$ cat src/tdc_opc_map.svh
/*
 offsets, opcodes, field positions, reset values and timing counts
 of the opcode handler; included by the handler, chip_word_sel, setup_loader and the bench
*/
`ifndef TDC_OPC_MAP_SVH
`define TDC_OPC_MAP_SVH
`define CMD_PORT_OFS      12'h000
`define STATUS_OFS        12'h004
`define RESP_OKAY         2'h0
`define RESP_SLVERR       2'h2
`define RESP_DECERR       2'h3
`define OP_SET_GOFS       8'h50
`define OP_RD_GOFS        8'h51
`define OP_SET_CHADJ      8'h52
`define OP_RD_CHADJ       8'h53
`define OP_RD_ID          8'h60
`define OP_RD_FWREV       8'h61
`define OP_PLL_RST        8'h62
`define OP_WR_SETUP       8'h70
`define OP_RD_SETUP       8'h71
`define OP_LOAD_ALL       8'h72
`define OP_LOAD_DFLT      8'h73
`define OP_RD_ERR         8'h74
`define OP_RD_LOCK        8'h75
`define OP_RD_STAT        8'h76
`define OP_LOAD_ONE       8'h77
`define SETUP_LAST_IDX    8'h28
`define SETUP_BITS        646
`define SETUP_DFLT_WORD   16'h0000
`define FW_REV            8'h01
`define STAT_BUSY_BIT     0
`define STAT_WR_BIT       1
`define STAT_RD_BIT       2
`define STAT_LOAD_BIT     3
`define STAT_LEFT_LSB     4
`define STAT_OP_LSB       8
`define CLK_PERIOD_NS     40
`define SCAN_HALF_NS      200
`define SCAN_HALF_CYCLES  ((`SCAN_HALF_NS + `CLK_PERIOD_NS - 1) / `CLK_PERIOD_NS)
`define PLL_RST_NS        1000
`define PLL_RST_CYCLES    ((`PLL_RST_NS + `CLK_PERIOD_NS - 1) / `CLK_PERIOD_NS)
`endif

$ cat src/tdc_opc_pkg.sv
/*
 types of the opcode handler
 assumes nothing of its surroundings
*/
`default_nettype none
package tdc_opc_pkg;
    typedef enum logic [1:0] {
        H_IDLE    = 2'h0,
        H_WAIT_WR = 2'h1,
        H_WAIT_RD = 2'h3,
        H_LOAD    = 2'h2
    } hstate_t;
    typedef enum logic [1:0] {
        SEL_CMD  = 2'h0,
        SEL_STAT = 2'h1,
        SEL_NONE = 2'h2
    } reg_sel_t;
endpackage
`default_nettype wire
$ cat src/chip_word_sel.sv
/*
 picks the 16-bit answer word from the converter chips' readback
 assumes chip inputs are synchronous to ref_clk
*/
`timescale 1ns/10ps
`default_nettype none
`include "tdc_opc_map.svh"
module chip_word_sel (
    // selection
    input  wire logic [7:0]        op,
    input  wire logic [1:0]        chip,
    input  wire logic [2:0]        idx,
    // chip readback
    input  wire logic [3:0][31:0]  chip_id,
    input  wire logic [3:0][10:0]  chip_err,
    input  wire logic [3:0]        chip_lock,
    input  wire logic [3:0][61:0]  chip_status,
    // answer
    output logic      [15:0]       word
);
    logic [63:0] stat;
    always_comb begin
        stat = {2'h0, chip_status[chip]};
        word = 16'h0000;
        unique case (op)
            `OP_RD_ID:   word = idx[0] ? chip_id[chip][15:0] : chip_id[chip][31:16];
            `OP_RD_ERR:  word = {5'h00, chip_err[chip]};
            `OP_RD_LOCK: word = {15'h0000, chip_lock[chip]};
            `OP_RD_STAT: word = stat[idx[1:0]*16 +: 16];
            default:     word = 16'h0000;
        endcase
    end
endmodule
`default_nettype wire

$ cat src/setup_loader.sv
/*
 shifts the setup scan path with its parity bit into selected chips
 assumes setup_bits stay stable while busy
*/
`timescale 1ns/10ps
`default_nettype none
`include "tdc_opc_map.svh"
module setup_loader (
    // clock and reset
    input  wire logic          ref_clk,
    input  wire logic          rstn,
    // request
    input  wire logic          start,
    input  wire logic [3:0]    chip_mask,
    input  wire logic [645:0]  setup_bits,
    // scan pins
    output wire logic          scan_clk,
    output wire logic          scan_data,
    output wire logic [3:0]    scan_sel,
    output wire logic          scan_update,
    output wire logic          busy
);
    typedef struct packed {
        logic       busy;
        logic       phase;
        logic [2:0] div;
        logic [9:0] pos;
        logic       clk;
        logic       data;
        logic [3:0] sel;
        logic       update;
    } ld_t;
    ld_t q;
    ld_t n;
    logic [646:0] full;
    always_comb begin
        n = q;
        n.update = 1'b0;
        full = {^setup_bits, setup_bits};
        if (!q.busy) begin
            if (start) begin
                n.busy = 1'b1;
                n.sel = chip_mask;
                n.div = 3'h0;
                n.phase = 1'b0;
                n.pos = 10'h000;
                n.data = full[0];
            end
        end else if (q.div == 3'(`SCAN_HALF_CYCLES - 1)) begin
            n.div = 3'h0;
            n.phase = ~q.phase;
            n.clk = ~q.phase;
            if (q.phase) begin
                if (q.pos == 10'(`SETUP_BITS)) begin
                    n.busy = 1'b0;
                    n.sel = 4'h0;
                    n.update = 1'b1;
                end else begin
                    n.pos = q.pos + 10'h001;
                    n.data = full[q.pos + 10'h001];
                end
            end
        end else begin
            n.div = q.div + 3'h1;
        end
    end
    always_ff @(posedge ref_clk or negedge rstn) begin
        if (!rstn) begin
            q <= '0;
        end else begin
            q <= n;
        end
    end
    assign scan_clk = q.clk;
    assign scan_data = q.data;
    assign scan_sel = q.sel;
    assign scan_update = q.update;
    assign busy = q.busy;
endmodule
`default_nettype wire

$ cat src/tdc_opc_handler.sv
/*
 opcode handler for offset adjust, identification, pll/dll reset and
 setup scan path commands, reached through an axi4-lite slave
 assumes one clock, async active-low reset, chip readback synchronous
*/
// The register offsets and the AXI4-Lite interface to the registers were left to the implementer.
`timescale 1ns/10ps
`default_nettype none
`include "tdc_opc_map.svh"

// Behaviour
// - set-global-offset takes two writes: 11-bit coarse, then 5-bit fine offset.
// - read-global-offset returns two words: coarse offset first, then fine.
// - opcode expecting data blocks further commands until all transfers done.
// - channel adjust opcode: channel in low byte, one write, low 8 bits used.
// - read channel adjust returns one word, offset in low 8 bits.
// - rc adjust set, read and save opcodes do nothing.
// - chip id read selects chip by low bits, returns id over reads.
// - firmware revision read returns one word, revision in low byte.
// - reset opcode pulses pll and dll reset, no data transfer.
// - shadow setup array of 16-bit words; bit 639 is word 39 bit 15.
// - handler computes scan parity itself; host never sets it.
// - write setup word stores into shadow only, index up to 0x28.
// - read setup word returns one shadow word.
// - load opcode shifts shadow setup into all chips.
// - reload default restores default setup and loads all chips.
// - read errors returns chip's 11 error bits.
// - read lock returns chip's dll lock in bit 0.
// - read chip status returns 62 bits over four reads.
// - per-chip load shifts shadow into chip n only.
module tdc_opc_handler
    import tdc_opc_pkg::*;
(
    // clock and reset
    input  wire logic              ref_clk,
    input  wire logic              rstn,
    // axi4-lite write address
    input  wire logic [11:0]       awaddr,
    input  wire logic              awvalid,
    output wire logic              awready,
    // axi4-lite write data
    input  wire logic [31:0]       wdata,
    input  wire logic [3:0]        wstrb,
    input  wire logic              wvalid,
    output wire logic              wready,
    // axi4-lite write response
    output wire logic [1:0]        bresp,
    output wire logic              bvalid,
    input  wire logic              bready,
    // axi4-lite read address
    input  wire logic [11:0]       araddr,
    input  wire logic              arvalid,
    output wire logic              arready,
    // axi4-lite read data
    output wire logic [31:0]       rdata,
    output wire logic [1:0]        rresp,
    output wire logic              rvalid,
    input  wire logic              rready,
    // converter chip readback
    input  wire logic [3:0][31:0]  chip_id,
    input  wire logic [3:0][10:0]  chip_err,
    input  wire logic [3:0]        chip_lock,
    input  wire logic [3:0][61:0]  chip_status,
    // converter chip control
    output wire logic              scan_clk,
    output wire logic              scan_data,
    output wire logic [3:0]        scan_sel,
    output wire logic              scan_update,
    output wire logic              pll_dll_reset,
    output wire logic [10:0]       coarse_offset,
    output wire logic [4:0]        fine_offset
);
    import tdc_opc_pkg::*;

    // ----------------------------------------
    // state
    // ----------------------------------------
    typedef struct packed {
        logic              awready;
        logic              wready;
        logic              arready;
        logic              bvalid;
        logic              rvalid;
        logic [1:0]        bresp;
        logic [1:0]        rresp;
        logic [31:0]       rdata;
        logic              aw_held;
        logic              w_held;
        logic [11:0]       waddr;
        logic [15:0]       wword;
        logic [1:0]        wlanes;
        hstate_t           hs;
        logic [7:0]        op;
        logic [7:0]        par;
        logic [2:0]        left;
        logic [2:0]        idx;
        logic [10:0]       coarse;
        logic [4:0]        fine;
        logic [127:0][7:0] adj;
        logic [40:0][15:0] shadow;
        logic [4:0]        pll_cnt;
        logic              pll_rst;
        logic              load_go;
        logic              load_seen;
        logic [3:0]        load_mask;
    } hall_t;

    hall_t       q;
    hall_t       next_q;
    logic [15:0] chip_word;
    logic [15:0] rd_word;
    logic [15:0] status_word;
    logic        load_busy;
    logic [3:0]  xfer;
    logic [655:0] shadow_bits;

    // ----------------------------------------
    // decode functions
    // ----------------------------------------
    function automatic reg_sel_t reg_sel(input logic [11:0] a);
        if (a == `CMD_PORT_OFS) begin
            return SEL_CMD;
        end else if (a == `STATUS_OFS) begin
            return SEL_STAT;
        end
        return SEL_NONE;
    endfunction

    // returns {is_read, transfer count}
    function automatic logic [3:0] xfer_of(input logic [7:0] op);
        unique case (op)
            `OP_SET_GOFS:  return 4'h2;
            `OP_RD_GOFS:   return 4'hA;
            `OP_SET_CHADJ: return 4'h1;
            `OP_RD_CHADJ:  return 4'h9;
            `OP_RD_ID:     return 4'hA;
            `OP_RD_FWREV:  return 4'h9;
            `OP_WR_SETUP:  return 4'h1;
            `OP_RD_SETUP:  return 4'h9;
            `OP_RD_ERR:    return 4'h9;
            `OP_RD_LOCK:   return 4'h9;
            `OP_RD_STAT:   return 4'hC;
            default:       return 4'h0;
        endcase
    endfunction

    // ----------------------------------------
    // chip readback and scan loader
    // ----------------------------------------
    chip_word_sel u_sel (
        .op          (q.op),
        .chip        (q.par[1:0]),
        .idx         (q.idx),
        .chip_id     (chip_id),
        .chip_err    (chip_err),
        .chip_lock   (chip_lock),
        .chip_status (chip_status),
        .word        (chip_word)
    );

    assign shadow_bits = q.shadow;

    setup_loader u_load (
        .ref_clk     (ref_clk),
        .rstn        (rstn),
        .start       (q.load_go),
        .chip_mask   (q.load_mask),
        .setup_bits  (shadow_bits[`SETUP_BITS-1:0]),
        .scan_clk    (scan_clk),
        .scan_data   (scan_data),
        .scan_sel    (scan_sel),
        .scan_update (scan_update),
        .busy        (load_busy)
    );

    // ----------------------------------------
    // answer words
    // ----------------------------------------
    always_comb begin
        rd_word = 16'h0000;
        unique case (q.op)
            `OP_RD_GOFS:  rd_word = q.idx[0] ? {11'h000, q.fine} : {5'h00, q.coarse};
            `OP_RD_CHADJ: rd_word = {8'h00, q.adj[q.par[6:0]]};
            `OP_RD_FWREV: rd_word = {8'h00, `FW_REV};
            `OP_RD_SETUP: rd_word = (q.par <= `SETUP_LAST_IDX) ? q.shadow[q.par[5:0]] : 16'h0000;
            default:      rd_word = chip_word;
        endcase
    end

    always_comb begin
        status_word = 16'h0000;
        status_word[`STAT_BUSY_BIT] = (q.hs != H_IDLE);
        status_word[`STAT_WR_BIT] = (q.hs == H_WAIT_WR);
        status_word[`STAT_RD_BIT] = (q.hs == H_WAIT_RD);
        status_word[`STAT_LOAD_BIT] = (q.hs == H_LOAD);
        status_word[`STAT_LEFT_LSB +: 3] = q.left;
        status_word[`STAT_OP_LSB +: 8] = q.op;
    end

    // ----------------------------------------
    // next state
    // ----------------------------------------
    always_comb begin
        next_q = q;
        next_q.load_go = 1'b0;
        xfer = 4'h0;
        if (q.pll_cnt != 5'h00) begin
            next_q.pll_cnt = q.pll_cnt - 5'h01;
        end
        next_q.pll_rst = (next_q.pll_cnt != 5'h00);
        if (q.bvalid && bready) begin
            next_q.bvalid = 1'b0;
        end
        if (q.rvalid && rready) begin
            next_q.rvalid = 1'b0;
        end
        if (awvalid && q.awready) begin
            next_q.aw_held = 1'b1;
            next_q.waddr = awaddr;
        end
        if (wvalid && q.wready) begin
            next_q.w_held = 1'b1;
            next_q.wword = wdata[15:0];
            next_q.wlanes = wstrb[1:0];
        end
        if (q.hs == H_LOAD) begin
            if (load_busy) begin
                next_q.load_seen = 1'b1;
            end else if (q.load_seen) begin
                next_q.hs = H_IDLE;
            end
        end
        // write execution once address and data are both held
        if (q.aw_held && q.w_held && !q.bvalid) begin
            next_q.aw_held = 1'b0;
            next_q.w_held = 1'b0;
            next_q.bvalid = 1'b1;
            next_q.bresp = `RESP_OKAY;
            if (reg_sel(q.waddr) == SEL_NONE) begin
                next_q.bresp = `RESP_DECERR;
            end else if (reg_sel(q.waddr) == SEL_STAT || q.wlanes != 2'h3) begin
                next_q.bresp = `RESP_SLVERR;
            end else if (q.hs == H_IDLE) begin
                next_q.op = q.wword[15:8];
                next_q.par = q.wword[7:0];
                next_q.idx = 3'h0;
                xfer = xfer_of(q.wword[15:8]);
                next_q.left = xfer[2:0];
                if (xfer[2:0] != 3'h0) begin
                    next_q.hs = xfer[3] ? H_WAIT_RD : H_WAIT_WR;
                end
                unique case (q.wword[15:8])
                    `OP_PLL_RST: begin
                        next_q.pll_cnt = 5'(`PLL_RST_CYCLES);
                        next_q.pll_rst = 1'b1;
                    end
                    `OP_LOAD_ALL: begin
                        next_q.hs = H_LOAD;
                        next_q.load_mask = 4'hF;
                    end
                    `OP_LOAD_DFLT: begin
                        next_q.hs = H_LOAD;
                        next_q.load_mask = 4'hF;
                        next_q.shadow = {41{`SETUP_DFLT_WORD}};
                    end
                    `OP_LOAD_ONE: begin
                        next_q.hs = H_LOAD;
                        next_q.load_mask = 4'h1 << q.wword[1:0];
                    end
                    default: begin
                    end
                endcase
                next_q.load_go = (next_q.hs == H_LOAD);
                next_q.load_seen = 1'b0;
            end else if (q.hs == H_WAIT_WR) begin
                unique case (q.op)
                    `OP_SET_GOFS: begin
                        if (q.idx == 3'h0) begin
                            next_q.coarse = q.wword[10:0];
                        end else begin
                            next_q.fine = q.wword[4:0];
                        end
                    end
                    `OP_SET_CHADJ: next_q.adj[q.par[6:0]] = q.wword[7:0];
                    `OP_WR_SETUP: begin
                        if (q.par <= `SETUP_LAST_IDX) begin
                            next_q.shadow[q.par[5:0]] = q.wword;
                        end
                    end
                    default: begin
                    end
                endcase
                next_q.idx = q.idx + 3'h1;
                next_q.left = q.left - 3'h1;
                if (q.left == 3'h1) begin
                    next_q.hs = H_IDLE;
                end
            end else begin
                next_q.bresp = `RESP_SLVERR;
            end
        end
        // read execution, answered at the next edge
        if (arvalid && q.arready) begin
            next_q.rvalid = 1'b1;
            next_q.rresp = `RESP_OKAY;
            next_q.rdata = 32'h0000_0000;
            unique case (reg_sel(araddr))
                SEL_CMD: begin
                    if (q.hs == H_WAIT_RD) begin
                        next_q.rdata = {16'h0000, rd_word};
                        next_q.idx = q.idx + 3'h1;
                        next_q.left = q.left - 3'h1;
                        if (q.left == 3'h1) begin
                            next_q.hs = H_IDLE;
                        end
                    end else begin
                        next_q.rresp = `RESP_SLVERR;
                    end
                end
                SEL_STAT: next_q.rdata = {16'h0000, status_word};
                default:  next_q.rresp = `RESP_DECERR;
            endcase
        end
        next_q.awready = !next_q.aw_held && !next_q.bvalid;
        next_q.wready = !next_q.w_held && !next_q.bvalid;
        next_q.arready = !next_q.rvalid;
    end

    // ----------------------------------------
    // registers
    // ----------------------------------------
    always_ff @(posedge ref_clk or negedge rstn) begin
        if (!rstn) begin
            q <= '0;
        end else begin
            q <= next_q;
        end
    end

    assign awready = q.awready;
    assign wready = q.wready;
    assign arready = q.arready;
    assign bvalid = q.bvalid;
    assign bresp = q.bresp;
    assign rvalid = q.rvalid;
    assign rresp = q.rresp;
    assign rdata = q.rdata;
    assign pll_dll_reset = q.pll_rst;
    assign coarse_offset = q.coarse;
    assign fine_offset = q.fine;
endmodule
`default_nettype wire

$ cat config.mk
export PLATFORM = sky130hd
export DESIGN_NAME = tdc_opc_handler
export DESIGN_NICKNAME = d
export VERILOG_FILES = /design/src/tdc_opc_pkg.sv /design/src/chip_word_sel.sv /design/src/setup_loader.sv /design/src/tdc_opc_handler.sv
export VERILOG_INCLUDE_DIRS = /design/src
export SDC_FILE = /design/constraint.sdc
export NUM_CORES = 2
export LEC_CHECK = 0
export ABC_CLOCK_PERIOD_IN_PS = 6000
export BUFFER_PORTS_ARGS = -buffer_cell sky130_fd_sc_hd__buf_4
export CAP_MARGIN = 20
export CELL_PAD_IN_SITES_DETAIL_PLACEMENT = 1
export CELL_PAD_IN_SITES_GLOBAL_PLACEMENT = 2
export CORE_AREA = 10 10 494 496
export DETAILED_ROUTE_END_ITERATION = 10
export DIE_AREA = 0 0 504 506
export PLACE_DENSITY_LB_ADDON = 0.1
export SLEW_MARGIN = 20
export SYNTH_ARGS = -nofsm -noshare
export SYNTH_HDL_FRONTEND = slang
export SYNTH_SLANG_ARGS = --single-unit
$ cat constraint.sdc
create_clock -name ref_clk -period 6 [get_ports ref_clk]
set_input_delay 0.9 -clock ref_clk [delete_from_list [all_inputs] [get_ports ref_clk]]
set_output_delay 0.9 -clock ref_clk [all_outputs]
set_load 0.01 [all_outputs]
==> results.tsv <==
metric	value	unit
CTS H-tree depth	4	
Row Count	178	
1st-iter DRT viols	9144	
CTS Sinks	1811	
ys async rst share	100	%
max_cap viols	0	
ys flop type	dfrtp_1	
Worst Hold Class	primary input to register	
total setup buffers inserted after CTS	0	
Worst-Skew Late Latency	900	ps
routed len/inst	36.8	microns
Hold Vio Cnt, Final	0	
Clock Pin Slew Worst Setup and Hold Paths	70	ps
vias per cell	6.39	
PD cells	267	nW/um^2
Worst Path Required	6700	ps
synthesized cell area	97800	sq um
peak supply drop	955	uV
P_leak	48.7	nW
DP Wirelength	312000	microns
Root Buffer	clkbuf_16	
setup_tns	0	ps
Worst-Margin Slew	1280	ps
ratio of final minimum period to clock period	90.8	%
synth top area cells	dfrtp_1, mux2_2, mux4_2	
Crit. End Element	register	
EDFF count, synth	0	
total congestion overflow	0	
CTS resizes	0	
share of cells above drive strength 1	30.0	%
startpoint class of the critical path	register	
Yosys warning total	0	
Tot Pwr	0.0301	W
Placeable Area	234000	sq um
IO buf count	521	
Final ANT Viol Nets	0	
register area share after synthesis	46.3	%
Die Area	255000	sq um
Pre-antenna DRT Iters	7	
Vias	80100	
min cycle time layout	5450	ps
Die X	504	microns
DIE HEIGHT	506	microns
Post-Route WL	461000	microns
smallest hold slack	233	ps
WP data arrival	6140	ps
Setup Crit Path Kind	register to register	
number of remaining DRC errors	0	
slew margin rel.	14.6	%
Total Routing Usage GR	34.8	%
I/O Pins	556	
Netlist cell types	81	
GP Congestion	0.969	
Nets	9698	
status	finished, final reports clean	
Yosys reg bits	1811	
reg2reg setup slack	550	ps
Initial Util	41.8	%
post-synthesis cell count	8969	
clk_skew	76.6	ps
mean area per synthesized cell	10.9	sq um
CTS tree	yes	
vias in the first global route	81300	
top cell type's share of synthesized area	46.3	%
fmax	184	MHz
first-pass GRT wire length	648000	microns
Pins Over Slew Limit	0	
Clock Tree Buf Depth	3	
Finish-stage setup viols	0	
initial antenna violation count	31	
pin count of the biggest net entering global routing	186	
synthesis-to-finish area growth	15.0	%
Max Fanout on Critical Path	48	
TritonCTS buffer count	204	
Synth area leader	dfrtp_1	
RSZ-0062 raised after global routing	no	
[worst max-delay path: stages (launching register included)]
cell,delay [ps]
dfrtp_4,760
nand2_1,380
buf_4,450
nor2_4,80
buf_12,220
a221o_1,350
o21ai_0,780
a31oi_1,70
nor3_1,190
buf_4,190
o32ai_1,100
a21oi_1,870
o21ai_0,340
a32oi_1,270
o21ai_0,90
[logic make-up (layout without fill, tap and decap cells)]
logic type	after synthesis	after routing	share of synthesized area, %
AO/OA/AOI/OAI	1796	1796	11.6
buffers and inverters	811	1197	3.56
multiplexers	1694	1694	23.3
flip-flops	1811	1811	46.3
AND/OR/NAND/NOR	2186	2186	9.20
XOR/XNOR	661	661	5.93
adder cells (fa/ha/maj)	9	9	0.115
other	1	28	0.00383
[worst paths after layout]
kind,from,end,cells after the start
hold reg to reg,awready,awready,1
max in group asynchronous,rstn,q[1717],4
min in group asynchronous,rstn,q[1748],2
hold / removal,wdata[4],q[1738],2
setup / recovery,q[1714],rdata[6],14
setup reg to reg,q[1714],rdata[6],14
[power breakdown]
group	leakage [nW]	switching, W	internal (W)
sequential	25.2	0.000872	0.0123
clock	3.49	0.00561	0.00759
combinational	20.0	0.00297	0.000688
[what timing repair did]
item | 4_1_cts | 5_1_grt
setup endpoints to repair | 0 | 0
hold buffers | 1 | 0
hold endpoints to repair | 7 | 0
[synthesized netlist by cell type, types with 38 or more instances]
cell	n
buf_1	74
nor2_1	212
dfrtp_1	1811
mux2i_1	178
a21oi_1	845
nand2_1	1645
nor2_2	53
o21ai_0	175
buf_4	60
a221oi_1	153
xor2_1	86
clkbuf_1	480
mux4_2	346
nand3_1	100
a22o_1	62
xnor2_1	574
nand4_1	38
buf_2	173
mux2_2	1167
a22oi_1	302
[cells in the final DEF (no fill, tap or decap), types with 178 or more instances in the layout]
master / count
nor2_1: 189
dfrtp_1: 1786
mux2i_1: 178
buf_4: 741
xnor2_1: 571
mux4_2: 346
clkbuf_16: 205
a21oi_1: 844
mux2_2: 1167
nand2_1: 1644
a22oi_1: 302
[per-stage QoR]
| stage | std cells | setup WS [ps] | area (sq um) | utilization (%) |
|---|---|---|---|---|
| floorplan | 8984 | 1800 | 97900 | - |
| global placement | 12100 | 788 | 105000 | 45.0 |
| detailed placement | 12100 | 871 | 105000 | 45.0 |
| CTS | 12500 | 771 | 112000 | 48.1 |
| global route | 12500 | 623 | 113000 | 48.1 |
| finish | 12500 | 554 | 113000 | 48.1 |
[per-layer routing]
metal / share of wire, % / track usage (%)
met1: 43 / 48.8
met2: 45 / 53.3
met3: 7.5 / 6.43
met4: 4.8 / 14.1
met5: 0.027 / 0
[final cells by class]
type,instances,area (sq um)
repair buffers,795,6640
fillers,24800,122000
inverters,24,92.6
flip-flops and latches,1811,45400
multi-input cells,6362,49300
well taps,3150,3940
clock inverters,76,991
diodes,12,30.0
clock buffers,302,6090
(Power assumes the default switching activity.)
